**src/shared/sftp_pkg.sv**
```systemverilog
// constants and types shared by the safety input test pulse monitor
`default_nettype none
package sftp_pkg;
  // ****************************************
  // clock and time base
  // ****************************************
  localparam int unsigned CLK_PERIOD_NS = 10;
  localparam int unsigned SLOT_NS = 1000000;
  localparam int unsigned SLOT_CYC = SLOT_NS / CLK_PERIOD_NS;
  // ****************************************
  // times in 1 ms slots
  // ****************************************
  localparam int unsigned PULSE_MS = 1;
  localparam int unsigned PERIOD_MS = 500;
  localparam int unsigned STAGGER_MS = 20;
  localparam int unsigned STAB_SSO_MS = 100;
  localparam int unsigned MON_SSO_MS = 2000;
  localparam int unsigned STAB_CONT_MS = 500;
  localparam int unsigned MON_CONT_MS = 10000;
  localparam int unsigned AUX_IDLE_MS = 50;
  // ****************************************
  // ports
  // ****************************************
  localparam int unsigned NPORT = 8;
  localparam int unsigned AUX_FIRST = 4;
  // ****************************************
  // register map
  // ****************************************
  localparam logic [7:0] OFS_CFG = 8'h00;
  localparam logic [7:0] OFS_OUT = 8'h04;
  localparam logic [7:0] OFS_REL = 8'h08;
  localparam logic [7:0] OFS_FAULT = 8'h0C;
  localparam logic [7:0] OFS_DIAG = 8'h10;
  localparam logic [15:0] CFG_RST = 16'hAAAA;
  localparam logic [7:0] OUT_RST = 8'h00;
  // ****************************************
  // types
  // ****************************************
  typedef enum logic [1:0] {
    PT_SSO_1W = 2'h0,
    PT_SSO_2W = 2'h1,
    PT_CONT_2CH = 2'h2,
    PT_CONT_1CH = 2'h3
  } sftp_ptype_t;
  typedef enum logic [3:0] {
    FS_IDLE = 4'h1,
    FS_MON = 4'h2,
    FS_RUN = 4'h4,
    FS_FAULT = 4'h8
  } sftp_fstate_t;
endpackage
`default_nettype wire

```
**src/rtl/sftp_monitor.sv**
```systemverilog
// safety input front end: test pulses, cross faults, stable-time filter
// Behaviour
// - each of the eight ports has two safety inputs and two pulse generators, one per input.
// - on contact ports each generator is on and drops off for 1 ms every 500 ms.
// - contact ports check each input for cross faults against every other input of the module.
// - dual solid-state ports get no cross-fault checking of their cable.
// - solid-state ports hold their generators on with no test pulses, except the first generator in two-wire output mode.
// - every safety input passes a stable-time filter before use, in every port type.
// - each port has one diagnostic input for non-safety status.
// - only ports four to seven also treat that input as a single-wire aux link.
// - those ports detect an attached aux link by itself and report it.
// - in two-wire output mode the first generator output is a second switched channel.
// - first switch-on starts a monitor timer; stable all-on releases, timeout raises a fault.
// - solid-state types use 0.1 s stable time and 2 s monitor time.
// - contact types use 0.5 s stable time and 10 s monitor time.
`timescale 1ns/1ps
`default_nettype none
module sftp_monitor #(
  parameter int SLOT_CYC = sftp_pkg::SLOT_CYC,
  parameter int PERIOD_MS = sftp_pkg::PERIOD_MS,
  parameter int STAGGER_MS = sftp_pkg::STAGGER_MS,
  parameter int STAB_SSO_MS = sftp_pkg::STAB_SSO_MS,
  parameter int MON_SSO_MS = sftp_pkg::MON_SSO_MS,
  parameter int STAB_CONT_MS = sftp_pkg::STAB_CONT_MS,
  parameter int MON_CONT_MS = sftp_pkg::MON_CONT_MS,
  parameter int AUX_IDLE_MS = sftp_pkg::AUX_IDLE_MS
) (
  input wire logic CLK,
  input wire logic RESET,
  input wire logic PSEL,
  input wire logic PENABLE,
  input wire logic PWRITE,
  input wire logic [7:0] PADDR,
  input wire logic [31:0] PWDATA,
  output logic [31:0] PRDATA,
  output logic PREADY,
  output logic PSLVERR,
  input wire logic [15:0] SAFE_IN,
  input wire logic [7:0] DIAG_IN,
  output logic [15:0] TP_OUT,
  output logic [7:0] DO_OUT,
  output logic [15:0] SAFE_REL
);
  localparam int NP = sftp_pkg::NPORT;
  localparam int NI = 2 * NP;

  // ****************************************
  // registers and shared nets
  // ****************************************
  logic [15:0] cfg_r;
  logic [7:0] out_r;
  logic [15:0] disc_r;
  logic [15:0] xf_r;
  logic [3:0] aux_r;
  logic [15:0] rel;
  logic [15:0] disc_set;
  logic [15:0] xf_set;
  logic [NI-1:0] pulse_on;
  logic [31:0] slot_cnt_r;
  logic [15:0] ms_cnt_r;
  logic tick;
  logic mid;

  function automatic logic hit(input logic [7:0] a, input logic [7:0] ofs);
    hit = (a == ofs);
  endfunction

  function automatic logic is_contact(input logic [15:0] c, input int p);
    is_contact = c[2*p+1];
  endfunction

  // ****************************************
  // input synchronisers
  // ****************************************
  logic [23:0] s1_r;
  logic [23:0] s2_r;
  logic [23:0] s3_r;
  logic [23:0] flt_r;

  always_ff @(posedge CLK) begin
    if (RESET) begin
      s1_r <= 24'h000000;
      s2_r <= 24'h000000;
      s3_r <= 24'h000000;
      flt_r <= 24'h000000;
    end else begin
      s1_r <= {DIAG_IN, SAFE_IN};
      s2_r <= s1_r;
      s3_r <= s2_r;
      // change taken only where second and third stage agree
      flt_r <= (s2_r & s3_r) | (flt_r & (s2_r | s3_r));
    end
  end

  // ****************************************
  // slot divider and pulse schedule
  // ****************************************
  assign tick = (slot_cnt_r == 32'(SLOT_CYC - 1));
  assign mid = (slot_cnt_r == 32'(SLOT_CYC / 2));

  always_ff @(posedge CLK) begin
    if (RESET) begin
      slot_cnt_r <= 32'h00000000;
      ms_cnt_r <= 16'h0000;
    end else if (tick) begin
      slot_cnt_r <= 32'h00000000;
      ms_cnt_r <= (ms_cnt_r == 16'(PERIOD_MS - 1)) ? 16'h0000 : ms_cnt_r + 16'h0001;
    end else begin
      slot_cnt_r <= slot_cnt_r + 32'h00000001;
    end
  end

  // one slot per generator, each at its own offset in the period
  for (genvar k = 0; k < NI; k++) begin : g_pulse
    assign pulse_on[k] = (ms_cnt_r >= 16'(k * STAGGER_MS)) &&
                         (ms_cnt_r < 16'(k * STAGGER_MS + sftp_pkg::PULSE_MS));
  end

  // ****************************************
  // generator outputs and safety outputs
  // ****************************************
  always_ff @(posedge CLK) begin
    if (RESET) begin
      TP_OUT <= 16'hFFFF;
      DO_OUT <= 8'h00;
    end else begin
      for (int k = 0; k < NI; k++) begin
        if (is_contact(cfg_r, k / 2)) begin
          TP_OUT[k] <= ~pulse_on[k];
        end else if (cfg_r[2*(k/2)+:2] == sftp_pkg::PT_SSO_2W && (k % 2) == 0) begin
          TP_OUT[k] <= out_r[k/2];
        end else begin
          TP_OUT[k] <= 1'b1;
        end
      end
      DO_OUT <= out_r;
    end
  end

  // ****************************************
  // pulse masking and cross-fault check
  // ****************************************
  // inputs are judged at mid slot, well clear of the sync delay after a pulse edge
  logic [NI-1:0] hold_r;
  logic [NI-1:0] dip_r;
  logic [NI-1:0] mi;

  for (genvar k = 0; k < NI; k++) begin : g_chan
    logic own;
    logic foreign;
    assign own = pulse_on[k];
    assign foreign = |pulse_on & ~own;
    // own dip is a test artefact, not a switch-off
    assign mi[k] = (is_contact(cfg_r, k / 2) && own) ? hold_r[k] : flt_r[k];
    assign xf_set[k] = mid && is_contact(cfg_r, k / 2) &&
                       ((own && flt_r[k]) || (!foreign && dip_r[k] && flt_r[k]));

    always_ff @(posedge CLK) begin
      if (RESET) begin
        hold_r[k] <= 1'b0;
        dip_r[k] <= 1'b0;
      end else if (mid) begin
        if (!own) begin
          hold_r[k] <= flt_r[k];
        end
        dip_r[k] <= foreign && hold_r[k] && !flt_r[k];
      end
    end
  end

  // ****************************************
  // stable-time filter, one unit per input
  // ****************************************
  for (genvar u = 0; u < NI; u++) begin : g_unit
    localparam int P = u / 2;
    sftp_pkg::sftp_fstate_t st_r;
    logic [15:0] mon_r;
    logic [15:0] stab_r;
    logic on_all;
    logic on_any;
    logic single;
    logic [15:0] stab_lim;
    logic [15:0] mon_lim;

    assign single = (cfg_r[2*P+:2] == sftp_pkg::PT_CONT_1CH);
    // odd unit only works for two independent single channels
    assign on_all = (u % 2 == 1) ? (single && mi[u]) :
                    (single ? mi[u] : (mi[u] && mi[u+1]));
    assign on_any = (u % 2 == 1) ? (single && mi[u]) :
                    (single ? mi[u] : (mi[u] || mi[u+1]));
    assign stab_lim = is_contact(cfg_r, P) ? 16'(STAB_CONT_MS) : 16'(STAB_SSO_MS);
    assign mon_lim = is_contact(cfg_r, P) ? 16'(MON_CONT_MS) : 16'(MON_SSO_MS);
    assign rel[u] = (st_r == sftp_pkg::FS_RUN);
    assign disc_set[u] = mid && (st_r == sftp_pkg::FS_MON) &&
                         (mon_r >= mon_lim - 16'h0001) && !(on_all && stab_r >= stab_lim - 16'h0001);

    always_ff @(posedge CLK) begin
      if (RESET) begin
        st_r <= sftp_pkg::FS_IDLE;
        mon_r <= 16'h0000;
        stab_r <= 16'h0000;
      end else if (mid) begin
        case (st_r)
          sftp_pkg::FS_IDLE: begin
            mon_r <= 16'h0000;
            stab_r <= 16'h0000;
            if (on_any) begin
              st_r <= sftp_pkg::FS_MON;
              mon_r <= 16'h0001;
              stab_r <= on_all ? 16'h0001 : 16'h0000;
            end
          end
          sftp_pkg::FS_MON: begin
            mon_r <= mon_r + 16'h0001;
            stab_r <= on_all ? stab_r + 16'h0001 : 16'h0000;
            if (on_all && stab_r >= stab_lim - 16'h0001) begin
              st_r <= sftp_pkg::FS_RUN;
            end else if (mon_r >= mon_lim - 16'h0001) begin
              st_r <= sftp_pkg::FS_FAULT;
            end
          end
          sftp_pkg::FS_RUN: begin
            if (!on_all) begin
              st_r <= on_any ? sftp_pkg::FS_MON : sftp_pkg::FS_IDLE;
              mon_r <= 16'h0001;
              stab_r <= 16'h0000;
            end
          end
          sftp_pkg::FS_FAULT: begin
            // a latched fault needs all channels off before a new attempt
            if (!on_any) begin
              st_r <= sftp_pkg::FS_IDLE;
            end
          end
          default: begin
            st_r <= sftp_pkg::FS_IDLE;
          end
        endcase
      end
    end
  end

  // ****************************************
  // diagnostic inputs and aux link detect
  // ****************************************
  logic [7:0] diag_d_r;

  always_ff @(posedge CLK) begin
    if (RESET) begin
      diag_d_r <= 8'h00;
    end else begin
      diag_d_r <= flt_r[23:16];
    end
  end

  for (genvar a = 0; a < 4; a++) begin : g_aux
    localparam int P = sftp_pkg::AUX_FIRST + a;
    logic [15:0] idle_r;

    // activity on a plain status line is rare, a link toggles constantly
    always_ff @(posedge CLK) begin
      if (RESET) begin
        aux_r[a] <= 1'b0;
        idle_r <= 16'h0000;
      end else if (flt_r[16+P] != diag_d_r[P]) begin
        aux_r[a] <= 1'b1;
        idle_r <= 16'h0000;
      end else if (tick) begin
        if (idle_r >= 16'(AUX_IDLE_MS - 1)) begin
          aux_r[a] <= 1'b0;
        end else begin
          idle_r <= idle_r + 16'h0001;
        end
      end
    end
  end

  // ****************************************
  // apb slave
  // ****************************************
  logic acc;
  logic done;
  logic [15:0] dclr;
  logic [15:0] xclr;

  assign acc = PSEL && PENABLE;
  assign done = acc && PREADY;
  assign dclr = (done && PWRITE && hit(PADDR, sftp_pkg::OFS_FAULT)) ? PWDATA[15:0] : 16'h0000;
  assign xclr = (done && PWRITE && hit(PADDR, sftp_pkg::OFS_FAULT)) ? PWDATA[31:16] : 16'h0000;

  always_ff @(posedge CLK) begin
    if (RESET) begin
      cfg_r <= sftp_pkg::CFG_RST;
      out_r <= sftp_pkg::OUT_RST;
    end else if (done && PWRITE) begin
      if (hit(PADDR, sftp_pkg::OFS_CFG)) begin
        cfg_r <= PWDATA[15:0];
      end
      if (hit(PADDR, sftp_pkg::OFS_OUT)) begin
        out_r <= PWDATA[7:0];
      end
    end
  end

  // sticky faults: a new event wins over a clear in the same cycle
  always_ff @(posedge CLK) begin
    if (RESET) begin
      disc_r <= 16'h0000;
      xf_r <= 16'h0000;
    end else begin
      disc_r <= (disc_r & ~dclr) | disc_set;
      xf_r <= (xf_r & ~xclr) | xf_set;
    end
  end

  always_ff @(posedge CLK) begin
    if (RESET) begin
      SAFE_REL <= 16'h0000;
    end else begin
      SAFE_REL <= rel;
    end
  end

  // one wait state: ready rises in the second access cycle
  always_ff @(posedge CLK) begin
    if (RESET) begin
      PREADY <= 1'b0;
      PSLVERR <= 1'b0;
      PRDATA <= 32'h00000000;
    end else begin
      PREADY <= acc && !PREADY;
      PSLVERR <= 1'b0;
      PRDATA <= 32'h00000000;
      if (acc && !PREADY) begin
        if (hit(PADDR, sftp_pkg::OFS_CFG)) begin
          PRDATA <= {16'h0000, cfg_r};
        end else if (hit(PADDR, sftp_pkg::OFS_OUT)) begin
          PRDATA <= {24'h000000, out_r};
        end else if (hit(PADDR, sftp_pkg::OFS_REL)) begin
          PRDATA <= {16'h0000, rel};
        end else if (hit(PADDR, sftp_pkg::OFS_FAULT)) begin
          PRDATA <= {xf_r, disc_r};
        end else if (hit(PADDR, sftp_pkg::OFS_DIAG)) begin
          PRDATA <= {20'h00000, aux_r, diag_d_r};
        end else begin
          PSLVERR <= 1'b1;
        end
      end
    end
  end
endmodule
`default_nettype wire

```
**config.mk**
```make
export PLATFORM = sky130hd
export DESIGN_NAME = sftp_monitor
export DESIGN_NICKNAME = d
export VERILOG_FILES = /design/src/shared/sftp_pkg.sv /design/src/rtl/sftp_monitor.sv
export SDC_FILE = /design/constraint.sdc
export NUM_CORES = 2
export LEC_CHECK = 0
export BUFFER_PORTS_ARGS = -buffer_cell sky130_fd_sc_hd__buf_4
export CAP_MARGIN = 5
export CORE_MARGIN = 2
export CORE_UTILIZATION = 32
export DETAILED_ROUTE_END_ITERATION = 12
export PLACE_DENSITY = 0.48
export SLEW_MARGIN = 10
export SYNTH_ARGS = -nofsm -noshare
export SYNTH_HDL_FRONTEND = slang
export SYNTH_SLANG_ARGS = --single-unit
export TNS_END_PERCENT = 10
```
**constraint.sdc**
```tcl
create_clock -name CLK -period 3.8 [get_ports CLK]
set_input_delay 0.38 -clock CLK [delete_from_list [all_inputs] [get_ports CLK]]
set_output_delay 0.38 -clock CLK [all_outputs]
set_load 0.03 [all_outputs]
```
==> flow_summary_export.csv <==
group,metric,value,unit
status,status,"finished clean",
yosys,yosysSeqAreaShare,41.17,%
clock_network,h-tree-depth,3,
timing,setup-tns-final,0,ns
route,drt_wl_total,137.8,mm
die,start_util,32.12,%
final_layout,area_growth,18.24,%
route,num_vias,40900,
clock_network,cts_root_buffer,"clkbuf_16",
final_layout,nNetsFinal,6058,
die,core,145000,µm²
route,ant_nets,0,
timing,worst_slew_pin_slew,0.9585,ns
placement,dp_slack,0.1507,ns
global_route,grt_use_total,18.17,%
die,pin_count,143,
clock_network,clock_latency,0.73,ns
yosys,synthFlopType,"dfxtp_1",
worst_setup_path,worstReg2RegStart,"slot_cnt_r[0]$_SDFF_PP0_",
final_layout,final_common_cell,"dfxtp_1",
timing,setup_viol,0,
route,drcViolationCount,0,
pwr,powerDensity,395.0,nW/µm²
placement,place.gp.congestion,0.8488,
die,die_area,148600,µm²
timing,hold_viol,0,
timing,fmax,273.3,MHz
yosys,synth_edf_count,0,
global_route,grt_pass1_wl,217.2,mm
worst_hold_path,whs_path_depth,4,
route,dr.pass1.iters,5,
clock_network,cts_sinks,958,
timing,rsz0062_at_grt,"true",
pwr,ir_drop,387.1,µV
clock_network,cts_tree,"done",
final_layout,final_util,37.98,%
worst_setup_path,cp_max_fo,8,
yosys,synthArstFlopShare,0,%
yosys,synth_warnings,0,
global_route,antenna_found_initial,9,
yosys,ys_types,97,
worst_setup_path,ff2ff_path_depth,11,
final_layout,drive_gt1_share,10.21,%
worst_setup_path,r2r_end,"g_unit[3].stab_r[14]$_SDFFE_PP0P_",
global_route,busiest_layer,"met2",
pwr,leakagePower,19.63,nW
global_route,grt-ovfl-total,0,
die,die_h,385.6,µm
global_route,grt_start_max_net_pins,97,
route,wire_per_inst,17.54,µm
timing,worst_slack,0.1413,ns
clock_network,clk_pin_slew,0.06,ns
worst_hold_path,hold_class,"input port to flop",
global_route,grtUsageMet1,26.00,%
worst_setup_path,critical_path_required,4.46,ns
worst_setup_path,cp.arrival,4.32,ns
worst_setup_path,ff2ff_setup_slack,0.14,ns
worst_hold_path,holdPathEnd,"xf_r[11]$_SDFF_PP0_",
yosys,postSynthCellCount,5626,
timing,period_minus_slack,3.659,ns
yosys,ys_seq_elements,958,
die,num_rows,140,
worst_setup_path,path_class,"flop to flop",
timing,finalClockSkew,0.03201,ns
worst_setup_path,end_kind,"flop",
placement,port_buffers,142,
clock_network,cts_buffers,112,
timing,slew_violations,0,
yosys,syn_area,46590,µm²
global_route,grt.met2_usage,27.84,%
timing,finalCritPeriodShare,96.28,%
die,dieWidth,385.6,µm
worst_setup_path,cp-start-kind,"flop",
global_route,grt_pass1_vias,38440,
route,drt_iter0_markers,2667,
final_layout,layout_common_cells,"dfxtp_1, nor2_1, nand2_1",
job,drv_cap,0,
yosys,postSynthAreaPerCell,8.280,µm²
timing,max_slew_margin,35.61,%
yosys,syn_nets,5840,
route,via_per_inst,5.207,
placement,dp_hpwl,97.06,mm
worst_hold_path,hp-start,"PWDATA[27]",
clock_network,cts_max_path_buffers,3,
global_route,grtUsageMet3,2.698,%
==> power by group <==
part           internal (mW)  total, mW  switching [mW]
combinational          0.156      0.412           0.255
clock                   6.77       11.2            4.47
sequential              10.1       10.1          0.0256
total                   17.0       21.8            4.76
==> sequential cells by signal, indices dropped and copies added, names as in the netlist, 24 cells and up <==
name and count:
s1_r 24, g_unit.st_r 64, PRDATA 32, flt_r 24
s3_r 24, g_unit.mon_r 256, slot_cnt_r 32, g_aux.idle_r 64
g_unit.stab_r 256, s2_r 24
==> metrics by stage <==
stage	instance area, µm²	instances	total power [mW]	hold WS (ns)
2_1_floorplan	46590	5626	10.50	0.4138
3_3_place_gp	50600	7589	10.70	0.4224
3_5_place_dp	50600	7589	10.70	0.4265
4_1_cts	54990	7850	22.14	0.008595
5_1_grt	55070	7851	22.56	0.03910
6_report	55080	7855	21.76	0.06697
==> layout make-up <==
type | count | area, µm²
Fill cell | 14870 | 89960
Multi-Input combinational cell | 4291 | 26090
Sequential cell | 958 | 19180
Timing Repair Buffer | 386 | 3236
Clock buffer | 159 | 3191
Tap cell | 1917 | 2399
Clock inverter | 45 | 623.1
Inverter | 95 | 356.6
Antenna cell | 4 | 10.01
==> what timing repair did <==
| action | CTS | global route |
|---|---|---|
| setup endpoints to repair | 0 | 47 |
| setup buffers | 0 | 1 |
| endpoints found under the hold margin | 78 | 0 |
| hold buffers | 57 | 0 |
| resized for setup | 0 | 16 |
==> kinds of logic (layout without fill, tap and decap cells) <==
kind of cell | Yosys count | in the layout | synth area share [%]
AOI/OAI and AO/OA | 1036 | 1036 | 13.77
muxes | 78 | 78 | 1.705
buffers and inverters | 377 | 685 | 3.097
other | 0 | 4 | 0
and+or+nand+nor | 2683 | 2683 | 29.81
DFF | 958 | 958 | 41.17
xor gates and xnor gates | 349 | 349 | 6.561
adders and majority gates | 145 | 145 | 3.894
==> worst max-delay path by stage <==
stage	from	to	slack, ns	cells past startpoint
global route	slot_cnt_r[0]$_SDFF_PP0_	g_unit[14].stab_r[7]$_SDFFE_PP0P_	-0.13	11
detailed placement	slot_cnt_r[0]$_SDFF_PP0_	g_unit[7].stab_r[14]$_SDFFE_PP0P_	0.15	11
finish	slot_cnt_r[0]$_SDFF_PP0_	g_unit[3].stab_r[14]$_SDFFE_PP0P_	0.14	11
floorplan	ms_cnt_r[0]$_SDFFE_PP0P_	g_unit[9].mon_r[13]$_SDFFE_PP0P_	0.20	11
CTS	slot_cnt_r[0]$_SDFF_PP0_	g_unit[3].stab_r[13]$_SDFFE_PP0P_	0.10	11
global placement	slot_cnt_r[0]$_SDFF_PP0_	g_unit[7].stab_r[14]$_SDFFE_PP0P_	0.16	11
==> synth_stat cells, types with 123 or more instances <==
master | number | area, µm²
nor3_1 | 197 | 986.0
xor2_1 | 158 | 1384
xnor2_1 | 191 | 1673
dfxtp_1 | 958 | 19180
nor2_1 | 748 | 2808
and3_1 | 128 | 800.8
nand4_1 | 141 | 882.1
ha_1 | 145 | 1814
nor4_1 | 123 | 769.5
a21oi_1 | 391 | 1957
nand3_1 | 242 | 1211
clkbuf_1 | 253 | 949.7
o21ai_0 | 276 | 1381
nand2_1 | 436 | 1637
==> routing by layer <==
layer	up-vias	wire, µm
met5	-	0
met3	179	7404
met1	19350	67800
li1	20570	-
met4	0	3626
met2	798	58920
==> critical path, stage by stage (launching register included) <==
cell	delay, ns
dfxtp_1	0.34
inv_1	0.07
ha_1	0.14
or4b_1	0.42
or4_1	0.53
or4_4	0.49
buf_4	0.22
or3_4	0.40
a21oi_4	0.16
nand4_4	0.14
or4_1	0.52
a21oi_1	0.15
Power figures use the tool's default switching activity.
